File: src/psel_pkg.sv
// Package of register map, field layout and reset values for the secondary error log
package psel_pkg;
    localparam logic [11:0] OFS_HDR_LOG3 = 12'h124;
    localparam logic [11:0] OFS_HDR_LOG4 = 12'h128;
    localparam logic [11:0] OFS_FLT_STATUS = 12'h12C;
    localparam logic [11:0] OFS_FLT_MASK = 12'h130;
    localparam logic [11:0] OFS_FLT_SEVERITY = 12'h134;
    localparam logic [11:0] OFS_FLT_CONTROL = 12'h138;
    localparam logic [11:0] OFS_TXN_LOG0 = 12'h13C;
    localparam logic [11:0] OFS_TXN_LOG1 = 12'h140;
    localparam logic [11:0] OFS_TXN_LOG2 = 12'h144;
    localparam logic [11:0] OFS_TXN_LOG3 = 12'h148;
    localparam logic [11:0] OFS_RSVD_GAP = 12'h14C;
    localparam logic [11:0] OFS_CHAN_CAP_ID = 12'h150;
    // Interrupt registers sit above the error log map
    localparam logic [11:0] OFS_IRQ_STATUS = 12'h180;
    localparam logic [11:0] OFS_IRQ_MASK = 12'h184;

    localparam int FLT_BITS = 14;
    localparam logic [13:0] FLT_VALID = 14'h3FEF;
    localparam logic [13:0] MASK_RESET = 14'h17A8;
    localparam logic [13:0] SEV_RESET = 14'h1340;
    localparam logic [15:0] CHAN_CAP_ID = 16'h0002;
    localparam logic [4:0] FEP_RESET = 5'h00;
    localparam logic [2:0] IRQ_RESET = 3'h0;

    // Interrupt status bit positions
    localparam int IRQ_CORR = 0;
    localparam int IRQ_NONFATAL = 1;
    localparam int IRQ_FATAL = 2;
endpackage

File: src/psel_cap_if.sv
// Interface carrying captured transaction fields between the log and the top
`timescale 1ns/1ps
interface psel_cap_if;
    logic load;
    logic [35:0] attr;
    logic [3:0] cmdLow;
    logic [3:0] cmdHigh;
    logic [31:0] addrLow;
    logic [31:0] addrHigh;
    logic [127:0] logWord;
    modport src (output load, output attr, output cmdLow, output cmdHigh,
        output addrLow, output addrHigh, input logWord);
    modport sink (input load, input attr, input cmdLow, input cmdHigh,
        input addrLow, input addrHigh, output logWord);
endinterface

File: src/psel_txn_log.sv
// Secondary transaction header log storage
`timescale 1ns/1ps
module psel_txn_log
    import psel_pkg::*;
(
    input wire logic clk,
    input wire logic rst,
    psel_cap_if.sink cap
);
    typedef struct packed {
        logic [127:0] log;
    } psel_log_st_t;
    psel_log_st_t st_q;
    psel_log_st_t st_d;

    always_comb begin
        st_d = st_q;
        if (cap.load) begin
            st_d.log[35:0] = cap.attr;
            st_d.log[39:36] = cap.cmdLow;
            st_d.log[43:40] = cap.cmdHigh;
            st_d.log[63:44] = 20'h00000;
            st_d.log[95:64] = cap.addrLow;
            st_d.log[127:96] = cap.addrHigh;
        end
    end

    always_ff @(posedge clk) begin
        if (rst) begin
            st_q <= '0;
        end else begin
            st_q <= st_d;
        end
    end

    assign cap.logWord = st_q.log;

    property p_log_load;
        @(posedge clk) disable iff (rst)
        cap.load |=> st_q.log[95:64] == $past(cap.addrLow) && st_q.log[63:44] == 20'h00000;
    endproperty
    a_log_load: assert property (p_log_load) else $error("log not loaded");

    property p_log_hold;
        @(posedge clk) disable iff (rst)
        !cap.load |=> $stable(st_q.log);
    endproperty
    a_log_hold: assert property (p_log_hold) else $error("log changed without load");
endmodule

File: src/psel_error_log.sv
// Top of the secondary error log register bank with Wishbone slave
//==============================================================
// Function
// - Two read-only header log words hold bytes 8 to 15, low byte at 31:24, zero at reset.
// - Status bits 0 to 3 and 5 to 13 are sticky write-one-to-clear and reset to zero; bit 4 reads zero.
// - Each error has a sticky read-write mask bit with the listed bits resetting to one.
// - Each error has a sticky read-write severity bit with the listed bits resetting to one.
// - A five-bit first-error pointer sits in bits 4:0 of the control word, upper bits zero.
// - Log bits 35:0 take byte enables and address/data of the attribute phase.
// - Log bits 39:36 take the command of the first address phase.
// - Log bits 43:40 take the second-phase command of a dual cycle, bits 63:44 read zero.
// - Log bits 95:64 take the first-phase address.
// - Log bits 127:96 take the dual-cycle upper address; all log fields sticky and read-only.
// - The first virtual channel word reads 0002h in bits 15:0.
// - The word between the log and the virtual channel word is reserved and reads zero.
//==============================================================
`timescale 1ns/1ps
module psel_error_log
    import psel_pkg::*;
(
    input wire logic clk,
    input wire logic rst,
    input wire logic [11:0] wbAdr,
    input wire logic [31:0] wbDatI,
    output logic [31:0] wbDatO,
    input wire logic wbWe,
    input wire logic [3:0] wbSel,
    input wire logic wbCyc,
    input wire logic wbStb,
    output logic wbAck,
    input wire logic [13:0] errEvent,
    input wire logic [35:0] txnAttr,
    input wire logic [3:0] txnCmdLow,
    input wire logic [3:0] txnCmdHigh,
    input wire logic [31:0] txnAddrLow,
    input wire logic [31:0] txnAddrHigh,
    input wire logic hdrLoad,
    input wire logic [63:0] hdrBytes,
    output logic reportFatal,
    output logic reportNonFatal,
    output logic irq
);
    typedef struct packed {
        logic [31:0] dat;
        logic ack;
        logic [31:0] hdr3;
        logic [31:0] hdr4;
        logic [13:0] status;
        logic [13:0] mask;
        logic [13:0] sev;
        logic [4:0] fep;
        logic [2:0] irqStat;
        logic [2:0] irqMask;
        logic fatal;
        logic nonFatal;
        logic irq;
    } psel_state_t;

    psel_state_t st_q;
    psel_state_t st_d;
    psel_cap_if cap();

    logic [13:0] evt;
    logic [13:0] wrMask;
    logic [31:0] wrData;
    logic [4:0] firstIdx;
    logic anyEvt;
    logic doWrite;
    logic doRead;

    psel_txn_log u_log (
        .clk(clk),
        .rst(rst),
        .cap(cap)
    );

    //==============================================================
    // Capture port toward the log
    assign evt = errEvent & FLT_VALID;
    assign anyEvt = |evt;
    assign cap.load = anyEvt && (st_q.status == 14'h0000);
    assign cap.attr = txnAttr;
    assign cap.cmdLow = txnCmdLow;
    assign cap.cmdHigh = txnCmdHigh;
    assign cap.addrLow = txnAddrLow;
    assign cap.addrHigh = txnAddrHigh;

    // Lowest pending index wins when several errors land together
    always_comb begin
        firstIdx = 5'h00;
        for (int i = FLT_BITS - 1; i >= 0; i--) begin
            if (evt[i]) begin
                firstIdx = 5'(i);
            end
        end
    end

    //==============================================================
    // Bus decode
    assign doWrite = wbCyc && wbStb && wbWe && !st_q.ack;
    assign doRead = wbCyc && wbStb && !wbWe && !st_q.ack;
    assign wrData = {{8{wbSel[3]}}, {8{wbSel[2]}}, {8{wbSel[1]}}, {8{wbSel[0]}}} & wbDatI;
    assign wrMask = wrData[13:0] & FLT_VALID;

    function automatic logic [13:0] psel_merge(input logic [13:0] old,
        input logic [31:0] din, input logic [3:0] sel);
        logic [13:0] r;
        r = old;
        if (sel[0]) begin
            r[7:0] = din[7:0];
        end
        if (sel[1]) begin
            r[13:8] = din[13:8];
        end
        return r & FLT_VALID;
    endfunction

    always_comb begin
        st_d = st_q;
        st_d.ack = wbCyc && wbStb && !st_q.ack;
        st_d.dat = 32'h00000000;
        if (hdrLoad) begin
            st_d.hdr3 = hdrBytes[63:32];
            st_d.hdr4 = hdrBytes[31:0];
        end
        if (doWrite) begin
            case (wbAdr)
                OFS_FLT_STATUS: st_d.status = st_q.status & ~wrMask;
                OFS_FLT_MASK: st_d.mask = psel_merge(st_q.mask, wbDatI, wbSel);
                OFS_FLT_SEVERITY: st_d.sev = psel_merge(st_q.sev, wbDatI, wbSel);
                OFS_IRQ_MASK: begin
                    if (wbSel[0]) begin
                        st_d.irqMask = wbDatI[2:0];
                    end
                end
                default: begin
                end
            endcase
        end
        if (doRead) begin
            case (wbAdr)
                OFS_HDR_LOG3: st_d.dat = st_q.hdr3;
                OFS_HDR_LOG4: st_d.dat = st_q.hdr4;
                OFS_FLT_STATUS: st_d.dat = {18'h00000, st_q.status};
                OFS_FLT_MASK: st_d.dat = {18'h00000, st_q.mask};
                OFS_FLT_SEVERITY: st_d.dat = {18'h00000, st_q.sev};
                OFS_FLT_CONTROL: st_d.dat = {27'h0000000, st_q.fep};
                OFS_TXN_LOG0: st_d.dat = cap.logWord[31:0];
                OFS_TXN_LOG1: st_d.dat = cap.logWord[63:32];
                OFS_TXN_LOG2: st_d.dat = cap.logWord[95:64];
                OFS_TXN_LOG3: st_d.dat = cap.logWord[127:96];
                OFS_RSVD_GAP: st_d.dat = 32'h00000000;
                OFS_CHAN_CAP_ID: st_d.dat = {16'h0000, CHAN_CAP_ID};
                OFS_IRQ_STATUS: begin
                    st_d.dat = {29'h00000000, st_q.irqStat};
                    st_d.irqStat = 3'h0;
                end
                OFS_IRQ_MASK: st_d.dat = {29'h00000000, st_q.irqMask};
                default: st_d.dat = 32'h00000000;
            endcase
        end
        // Set wins over a same-cycle clear
        st_d.status = st_d.status | evt;
        if (cap.load) begin
            st_d.fep = firstIdx;
        end
        st_d.fatal = |(evt & ~st_q.mask & st_q.sev);
        st_d.nonFatal = |(evt & ~st_q.mask & ~st_q.sev);
        if (st_d.fatal) begin
            st_d.irqStat[IRQ_FATAL] = 1'b1;
        end
        if (st_d.nonFatal) begin
            st_d.irqStat[IRQ_NONFATAL] = 1'b1;
        end
        if (anyEvt && !st_d.fatal && !st_d.nonFatal) begin
            st_d.irqStat[IRQ_CORR] = 1'b1;
        end
        st_d.irq = |(st_d.irqStat & st_q.irqMask);
    end

    always_ff @(posedge clk) begin
        if (rst) begin
            st_q <= '0;
            st_q.mask <= MASK_RESET;
            st_q.sev <= SEV_RESET;
            st_q.fep <= FEP_RESET;
            st_q.irqStat <= IRQ_RESET;
            st_q.irqMask <= IRQ_RESET;
        end else begin
            st_q <= st_d;
        end
    end

    assign wbDatO = st_q.dat;
    assign wbAck = st_q.ack;
    assign reportFatal = st_q.fatal;
    assign reportNonFatal = st_q.nonFatal;
    assign irq = st_q.irq;

    //==============================================================
    // Checks
    property p_ack_one;
        @(posedge clk) disable iff (rst)
        (wbCyc && wbStb && !wbAck) |=> wbAck ##1 !wbAck;
    endproperty
    a_ack_one: assert property (p_ack_one) else $error("ack not single cycle");

    property p_status_set;
        @(posedge clk) disable iff (rst)
        (errEvent[0]) |=> st_q.status[0];
    endproperty
    a_status_set: assert property (p_status_set) else $error("status not set");

    property p_rsvd_status;
        @(posedge clk) disable iff (rst)
        st_q.status[4] == 1'b0 && st_q.mask[4] == 1'b0;
    endproperty
    a_rsvd_status: assert property (p_rsvd_status) else $error("reserved bit set");

    property p_fep_first;
        @(posedge clk) disable iff (rst)
        (st_q.status == 14'h0000 && errEvent[13] && errEvent[12:0] == 13'h0000)
            |=> st_q.fep == 5'h0D;
    endproperty
    a_fep_first: assert property (p_fep_first) else $error("pointer wrong");

    property p_fep_keep;
        @(posedge clk) disable iff (rst)
        (st_q.status != 14'h0000) |=> $stable(st_q.fep);
    endproperty
    a_fep_keep: assert property (p_fep_keep) else $error("pointer moved");

    property p_masked_quiet;
        @(posedge clk) disable iff (rst)
        ((errEvent & FLT_VALID & ~st_q.mask) == 14'h0000) |=> !reportFatal && !reportNonFatal;
    endproperty
    a_masked_quiet: assert property (p_masked_quiet) else $error("masked error sent");

    property p_fatal_sev;
        @(posedge clk) disable iff (rst)
        (errEvent[12] && !st_q.mask[12] && st_q.sev[12]) |=> reportFatal;
    endproperty
    a_fatal_sev: assert property (p_fatal_sev) else $error("fatal not reported");

    property p_capid;
        @(posedge clk) disable iff (rst)
        (wbCyc && wbStb && !wbWe && !wbAck && wbAdr == OFS_CHAN_CAP_ID)
            |=> wbDatO == 32'h00000002;
    endproperty
    a_capid: assert property (p_capid) else $error("capability id wrong");

    property p_ctrl_upper;
        @(posedge clk) disable iff (rst)
        (wbCyc && wbStb && !wbWe && !wbAck && wbAdr == OFS_FLT_CONTROL)
            |=> wbDatO[31:5] == 27'h0000000;
    endproperty
    a_ctrl_upper: assert property (p_ctrl_upper) else $error("control upper bits set");

    property p_hdr_hold;
        @(posedge clk) disable iff (rst)
        !hdrLoad |=> $stable(st_q.hdr3) && $stable(st_q.hdr4);
    endproperty
    a_hdr_hold: assert property (p_hdr_hold) else $error("header log changed");

    property p_ack_data;
        @(posedge clk) disable iff (rst)
        !wbAck |-> wbDatO == 32'h00000000;
    endproperty
    a_ack_data: assert property (p_ack_data) else $error("read data outside ack");

    property p_status_clear;
        @(posedge clk) disable iff (rst)
        (wbCyc && wbStb && wbWe && !wbAck && wbAdr == OFS_FLT_STATUS && wbSel[0] && wbDatI[0]
            && !errEvent[0]) |=> !st_q.status[0];
    endproperty
    a_status_clear: assert property (p_status_clear) else $error("status not cleared");

    property p_mask_write;
        @(posedge clk) disable iff (rst)
        (wbCyc && wbStb && wbWe && !wbAck && wbAdr == OFS_FLT_MASK && wbSel[1:0] == 2'b11)
            |=> {18'h00000, st_q.mask} == ($past(wbDatI) & {18'h00000, FLT_VALID});
    endproperty
    a_mask_write: assert property (p_mask_write) else $error("mask not written");

    property p_sev_write;
        @(posedge clk) disable iff (rst)
        (wbCyc && wbStb && wbWe && !wbAck && wbAdr == OFS_FLT_SEVERITY && wbSel[1:0] == 2'b11)
            |=> {18'h00000, st_q.sev} == ($past(wbDatI) & {18'h00000, FLT_VALID});
    endproperty
    a_sev_write: assert property (p_sev_write) else $error("severity not written");

    property p_fep_range;
        @(posedge clk) disable iff (rst)
        st_q.fep <= 5'h0D && st_q.fep != 5'h04;
    endproperty
    a_fep_range: assert property (p_fep_range) else $error("pointer out of range");

    property p_nonfatal_sev;
        @(posedge clk) disable iff (rst)
        (errEvent[0] && !st_q.mask[0] && !st_q.sev[0]) |=> reportNonFatal;
    endproperty
    a_nonfatal_sev: assert property (p_nonfatal_sev) else $error("non-fatal not sent");

    property p_status_sticky;
        @(posedge clk) disable iff (rst)
        !(wbCyc && wbStb && wbWe && !wbAck && wbAdr == OFS_FLT_STATUS)
            |=> (st_q.status & $past(st_q.status)) == $past(st_q.status);
    endproperty
    a_status_sticky: assert property (p_status_sticky) else $error("status bit lost");

    property p_irq_clear;
        @(posedge clk) disable iff (rst)
        (wbCyc && wbStb && !wbWe && !wbAck && wbAdr == OFS_IRQ_STATUS
            && (errEvent & FLT_VALID) == 14'h0000) |=> st_q.irqStat == 3'h0 && !irq;
    endproperty
    a_irq_clear: assert property (p_irq_clear) else $error("irq status not cleared");

    property p_irq_fatal;
        @(posedge clk) disable iff (rst)
        reportFatal |-> st_q.irqStat[IRQ_FATAL];
    endproperty
    a_irq_fatal: assert property (p_irq_fatal) else $error("fatal irq bit missing");

    property p_rsvd_read;
        @(posedge clk) disable iff (rst)
        (wbCyc && wbStb && !wbWe && !wbAck && wbAdr == OFS_RSVD_GAP)
            |=> wbDatO == 32'h00000000;
    endproperty
    a_rsvd_read: assert property (p_rsvd_read) else $error("reserved word not zero");

    property p_log_upper;
        @(posedge clk) disable iff (rst)
        (wbCyc && wbStb && !wbWe && !wbAck && wbAdr == OFS_TXN_LOG1)
            |=> wbDatO[31:12] == 20'h00000;
    endproperty
    a_log_upper: assert property (p_log_upper) else $error("log reserved bits set");

    property p_hdr_load;
        @(posedge clk) disable iff (rst)
        hdrLoad |=> {st_q.hdr3, st_q.hdr4} == $past(hdrBytes);
    endproperty
    a_hdr_load: assert property (p_hdr_load) else $error("header log not loaded");

    property p_status_read;
        @(posedge clk) disable iff (rst)
        (wbCyc && wbStb && !wbWe && !wbAck && wbAdr == OFS_FLT_STATUS)
            |=> wbDatO[31:14] == 18'h00000;
    endproperty
    a_status_read: assert property (p_status_read) else $error("status upper bits set");
endmodule

File: config.mk
export PLATFORM = sky130hd
export DESIGN_NAME = psel_error_log
export DESIGN_NICKNAME = d
export VERILOG_FILES = /design/src/psel_pkg.sv /design/src/psel_cap_if.sv /design/src/psel_txn_log.sv /design/src/psel_error_log.sv
export SDC_FILE = /design/constraint.sdc
export NUM_CORES = 1
export LEC_CHECK = 0
export CORE_MARGIN = 2
export CORE_UTILIZATION = 27
export DETAILED_ROUTE_END_ITERATION = 8
export DONT_BUFFER_PORTS = 1
export PLACE_DENSITY_LB_ADDON = 0.15
export REMOVE_ABC_BUFFERS = 1
export SLEW_MARGIN = 0
export SYNTH_ARGS = -nofsm -noshare
export SYNTH_HDL_FRONTEND = slang
export SYNTH_SLANG_ARGS = --single-unit
File: constraint.sdc
create_clock -name clk -period 2.2 [get_ports clk]
set_input_delay 0.11 -clock clk [delete_from_list [all_inputs] [get_ports clk]]
set_output_delay 0.11 -clock clk [all_outputs]
set_load 0.01 [all_outputs]
Word-level counts from Yosys, hierarchy flattened. Cells that the tools add are included.

Logic and storage cells: 91. Output and inout bits: 36. Bits in registers: 259.

Bitwise logic cells: 11. Equal/unequal tests: 13. Reduce and logical (&&, ||, !) cells: 24. Mux-type cells: 27.

Operator list (number): 32-bit case mux with 13 select lines (1); 12-bit by 9-bit equality test with 1-bit output (second input constant) (13); 14-bit bitwise AND (5); 14-bit two-way mux (3); 42-bit two-way mux (1); 14-bit NOT (3); 5-bit two-way mux (7); 14-bit OR reduction (2); 4-bit two-way mux (6); 8-bit two-way mux (2); 3-bit AND reduction (5); 14-bit zero test (1); 14-bit OR (1); 13-bit OR reduction (1); 6-bit two-way mux (2); 1-bit logical AND (9); 3-bit two-way mux (2); 1-bit zero test (4); 3-bit bitwise AND (1); 1-bit two-way mux (3); 3-bit OR reduction (1); 2-bit OR reduction (1); 1-bit NOT (1).

Longest topological paths before layout.
Word-level depth: 13. Depth in mapped cells: 8. Mapped depth without buffers: 6.

Hierarchy. A second synthesis with hierarchy kept.

Cell total of the unflattened synthesis: 1197. Area total of the unflattened synthesis: 11335.9 µm².

By module, submodules not included: psel_error_log (cells each 828, times used 1, area each 7374.6 µm²); psel_txn_log (cells each 369, times used 1, area each 3961.3 µm²).

Least setup slack after synthesis. Ideal clock, no wire load.

Kind: flip-flop to flip-flop. Start: register st_q[51] (netlist name). End: register u_log.st_q (netlist bit u_log.cap.logWord[10]). Buffers on the path: 2. Data arrival time: 1.710 ns. Clock period less this slack: 1.853 ns. Slack: 0.347 ns. Cell stages (with the launch flop): 8. Cells stage by stage: dfxtp_1 or4_4 nor4_4 nand2_1 buf_2 buf_1 nand2_1 a21oi_2.

Longest elaborated chain between the ends: 2.

RTL lines: start: declaration (line psel_error_log.sv:59) `psel_state_t st_q;`; start signal: assignment (line psel_error_log.sv:190) `st_q <= st_d;`; 14-bit zero test (line psel_error_log.sv:81) `assign cap.load = anyEvt && (st_q.status == 14'h0000);`; 1-bit logical AND (line psel_error_log.sv:81); end signal: assignment (line psel_txn_log.sv:32) `st_q <= st_d;`; end: declaration (line psel_txn_log.sv:13) `psel_log_st_t st_q;`.

No other way between the ends. A chain may end at the register's enable or synchronous reset.

Worst setup path after layout.
Start: input port errEvent[3]. End: register u_log.st_q (netlist bit u_log.cap.logWord[27]).

Longest elaborated chain between the ends: 2.

RTL lines: start: declaration (line psel_error_log.sv:31) `input wire logic [13:0] errEvent,`; 13-bit OR reduction (line psel_error_log.sv:80) `assign anyEvt = |evt;`; 1-bit logical AND (line psel_error_log.sv:81).

No other way between the ends.

==> results.txt <==
- The share of total power dissipated in the clock network is 0.492.
- Violations in the final reports: negative hold slack
* Final hold viol count: 49
- After floorplanning, the core was divided into 76 placement rows.
- The worst setup path is launched from a primary input.
- Max Fanout on Critical Path: 42
- Boundary pin count: 276
- In the routed layout, each cell is associated on average with a via count of 4.94.
* Post-synthesis to final-layout area growth: 41.6%
- Clock Tree Root: sky130_fd_sc_hd__clkbuf_16
* Number of max-slew violations in the final report: 0
- For this design, the sink count on the clock tree is 257.
- Class of the most critical hold timing path: primary input to flip-flop
* Crit Path Category: primary input to flip-flop
- From bottom edge to top edge, the die measures 212 um.
* Total Die Area: 44700 um2
- Share of the clock period used by the worst path after layout: 0.962
* Final Skew: 25.4 ps
* Register share of total power: 0.430
- Chain of cells forming the critical path: dlygate4sd3_1 -> nor4_1 -> nand4_1 -> nand2_4 -> buf_12 -> nand2_1 -> a21oi_2
- In the synthesized netlist, the number of instances is 1260.
- Final weighted congestion of routability-driven global placement: 0.789
* Post-synth ARST share: 0
- For this block, the initial DRC count from the detailed router was 668.
- The clock passes through at most 3 buffers.
- The first global-routing pass estimated 66400 um of wire.
* Int Pwr: 0.00865 W
- Utilization after layout: 0.385
- CP max stage delay: 650 ps
* Placed wire-length estimate: 27800 um
- A synthesized cell averages 9.23 um2.
- Status: complete, but fails checks
- The synthesized design contains 257 register bits.
- Count of maximum capacitance violations: 0
- Area of the core: 42800 um2
- Counting the buffers created by CTS gives 34.
- Critical path arrival: 2560 ps
- Data on the critical path is required at its endpoint by 2640 ps.
- For this design the total switching power over the nets is 0.00256 W.
- Once placement completed, the tool counted placed cells totaling 1739.
* PD cells: 681 nW/um2
- Fill cell instance count of the final layout: 4302
- Sequential-to-total area share from yosys stat: 0.443
- For the worst-skew pair, the clock arrives at the later sink with an insertion delay of 540 ps.
* Horizontal die dimension: 212 um
- In the final timing run, aggregate negative setup slack is 0 ps.
- Proportion of power drawn by combinational gates: 0.078
- Routed wire per std cell: 20.9 um
- Headroom to the max-slew limit came out at 0.401.
- The via count of the first global-routing pass is 10.8k.
- During placement, the flow inserted port buffers numbering 0.
* Detailed Route WL: 44500 um
* Setup crit end kind: flip-flop
- IR analysis of the VDD net gives a maximum drop of 429 uV.
- Number of cells in the finished layout apart from fillers: 2126
- Global routing finished with a remaining overflow of 0.
- The final route contains 10.5k vias.
* Share of post-route cells with drive strength above 1: 0.198
- Among all flip-flop cells after synthesis, the most frequent one is sky130_fd_sc_hd__dfxtp_1.
* Total setup buffers inserted after CTS: 0
* Post-synth EDFFs: 0
* Count of endpoints failing setup in the final report: 0
- For this configuration, the core starts out at a cell density of 0.272.
- Clock tree from TritonCTS: done
- For this design the static power due to leakage is 5.76 nW.
- Largest net degree at the start of global routing: 227
* Iteration count of the initial detailed-routing pass: 8
- Timing would allow up to 473 MHz.
- At the pin with the least slew margin, the transition time is 895 ps.
- The H-tree generated during clock tree synthesis spans 2 levels.
- Syn. warnings: 0
- Count of antenna-violating nets left after detailed routing: 0
* Net switching fraction of the power: 0.228
- The number of antenna violations at the first check in global routing was 6.
- Worst Hold Slack: -297 ps
- For this run, design rule violations remaining after detail routing come to 0.
* Unique masters post-synth: 65
* Cell Area, Synth: 11600 um2
* Nets: 1794
- Clock-pin slew was measured on the worst setup and hold paths at 60 ps.
* Final critical-path required period: 2120 ps
* Cell with the largest stage delay on the worst path: sky130_fd_sc_hd__dlygate4sd3_1
* Global router's overall resource usage: 0.197
power by group through the flow:
stage               Clock (W)  Combinational, W  Sequential (W)
detailed placement          0          0.000297         0.00492
finish                0.00551          0.000869         0.00483
global placement            0          0.000293         0.00492
floorplan                   0          0.000241         0.00490
global route          0.00584          0.000937         0.00483
CTS                   0.00565          0.000818         0.00482
cells in the final DEF (no fill, tap or decap), types with 3 or more instances in the layout:
cell type / instances
sky130_fd_sc_hd__nor3_1: 9
sky130_fd_sc_hd__o21ai_0: 13
sky130_fd_sc_hd__nand4_1: 3
sky130_fd_sc_hd__dfxtp_1: 257
sky130_fd_sc_hd__clkbuf_1: 7
sky130_fd_sc_hd__a211o_1: 11
sky130_fd_sc_hd__clkinv_2: 6
sky130_fd_sc_hd__nor3_2: 3
sky130_fd_sc_hd__a222oi_1: 27
sky130_fd_sc_hd__a221oi_1: 6
sky130_fd_sc_hd__nand2b_1: 6
sky130_fd_sc_hd__nor2_4: 5
sky130_fd_sc_hd__a22o_1: 3
sky130_fd_sc_hd__a21oi_1: 78
sky130_fd_sc_hd__buf_4: 35
sky130_fd_sc_hd__mux2_2: 7
sky130_fd_sc_hd__nand2_2: 91
sky130_fd_sc_hd__nor3b_1: 14
sky130_fd_sc_hd__inv_1: 3
sky130_fd_sc_hd__a21oi_2: 90
sky130_fd_sc_hd__nor3_4: 3
sky130_fd_sc_hd__buf_12: 12
sky130_fd_sc_hd__nand2_1: 162
sky130_fd_sc_hd__nor4_1: 6
sky130_fd_sc_hd__dlygate4sd3_1: 325
sky130_fd_sc_hd__nor2_2: 3
sky130_fd_sc_hd__nor2_1: 125
sky130_fd_sc_hd__nand3b_1: 13
sky130_fd_sc_hd__diode_2: 3
sky130_fd_sc_hd__a31oi_1: 6
sky130_fd_sc_hd__a22oi_1: 35
sky130_fd_sc_hd__nor4_4: 3
sky130_fd_sc_hd__nand4b_1: 3
sky130_fd_sc_hd__nand3_1: 11
sky130_fd_sc_hd__clkbuf_8: 8
sky130_fd_sc_hd__nor2b_1: 17
sky130_fd_sc_hd__mux2i_1: 93
sky130_fd_sc_hd__clkbuf_16: 37
synth_stat cells (5+ instances only):
library cell               number  share of area
sky130_fd_sc_hd__dfxtp_1      257           0.44
sky130_fd_sc_hd__nand2_1      163          0.053
sky130_fd_sc_hd__nor2_1       126          0.041
sky130_fd_sc_hd__mux2i_1       93          0.080
sky130_fd_sc_hd__nand2_2       91          0.049
sky130_fd_sc_hd__a21oi_2       90          0.068
sky130_fd_sc_hd__a21oi_1       78          0.034
sky130_fd_sc_hd__a22oi_1       35          0.023
sky130_fd_sc_hd__clkbuf_1      34          0.011
sky130_fd_sc_hd__buf_4         33          0.021
sky130_fd_sc_hd__a222oi_1      27          0.023
sky130_fd_sc_hd__buf_2         25          0.011
sky130_fd_sc_hd__nor2b_1       17         0.0091
sky130_fd_sc_hd__nor3b_1       14         0.0090
sky130_fd_sc_hd__nand3b_1      13         0.0084
sky130_fd_sc_hd__o21ai_0       13         0.0056
sky130_fd_sc_hd__buf_1         12         0.0039
sky130_fd_sc_hd__nand3_1       12         0.0052
sky130_fd_sc_hd__a211o_1       11         0.0083
sky130_fd_sc_hd__buf_12        10          0.017
sky130_fd_sc_hd__nor3_1         9         0.0039
sky130_fd_sc_hd__mux2_2         7         0.0068
sky130_fd_sc_hd__a221oi_1       6         0.0045
sky130_fd_sc_hd__a31oi_1        6         0.0032
sky130_fd_sc_hd__nand2b_1       6         0.0032
sky130_fd_sc_hd__nor4_1         6         0.0032
sky130_fd_sc_hd__nor2_4         5         0.0048
sky130_fd_sc_hd__nor3_2         5         0.0043
stage by stage:
stage                     setup WS, ps  power [W]  area, um2
after floorplan                   -897    0.00514      10900
after global placement             133    0.00522      12100
after detailed placement           120    0.00522      12100
after CTS                         11.7     0.0113      16200
after global routing             -12.5     0.0116      16500
final                             83.9     0.0112      16500
flip-flops by register name (all words and copies together), names as in the netlist:
signal,count
irq,1
reportFatal,1
reportNonFatal,1
st_q,113
u_log.cap.logWord,108
wbAck,1
wbDatO,32
path summary, 6_finish.rpt:
kind	cells after the start	slack, ps	end	from
worst max register to register	6	110	st_q[22]	wbAck
worst min register to register	2	460	u_log.cap.logWord[84]	u_log.cap.logWord[84]
worst min-delay path	1	-300	u_log.cap.logWord[69]	rst
worst max-delay path	7	80	u_log.cap.logWord[27]	errEvent[3]
critical path: cells and delay by family:
kind,cells,cell delay [ps]
and+or+nand+nor,4,1330
buffers and inverters,2,920
AOI/OAI and AO/OA,1,160
area by class of cell:
class | count | area (um2) | share of cell area
Multi-Input combinational cell | 886 | 5760 | 0.350
Clock buffer | 52 | 1060 | 0.0645
Sequential cell | 257 | 5140 | 0.313
Timing Repair Buffer | 372 | 3760 | 0.228
Antenna cell | 3 | 7.51 | 0.000456
Clock inverter | 7 | 38.8 | 0.00236
Inverter | 3 | 11.3 | 0.000684
Tap cell | 546 | 683 | 0.0415
repair_timing:
action                                  in CTS  in global routing
endpoints found under the hold margin      232                156
hold buffers                               296                 29
endpoints found under the setup margin       0                  3
gates resized for setup                      0                  2
logic make-up (layout without fill, tap and decap cells):
logic type,after synthesis,count (layout),share of synthesized area
other cells,0,3,0
simple gates,497,497,0.220
buf+inv,117,434,0.0651
compound gates,289,289,0.185
flops,257,257,0.443
mux,100,100,0.0868
metal layers:
metal  vias to the layer above  global-route usage  part of all wire
met2                       294               0.320              0.46
li1                       5010                   -                 -
met4                         6              0.0716             0.027
met1                      5109               0.261              0.46
met3                        76              0.0375             0.050
met5                         -                   0           0.00058
Note: power is estimated with default switching activity, not from simulation.
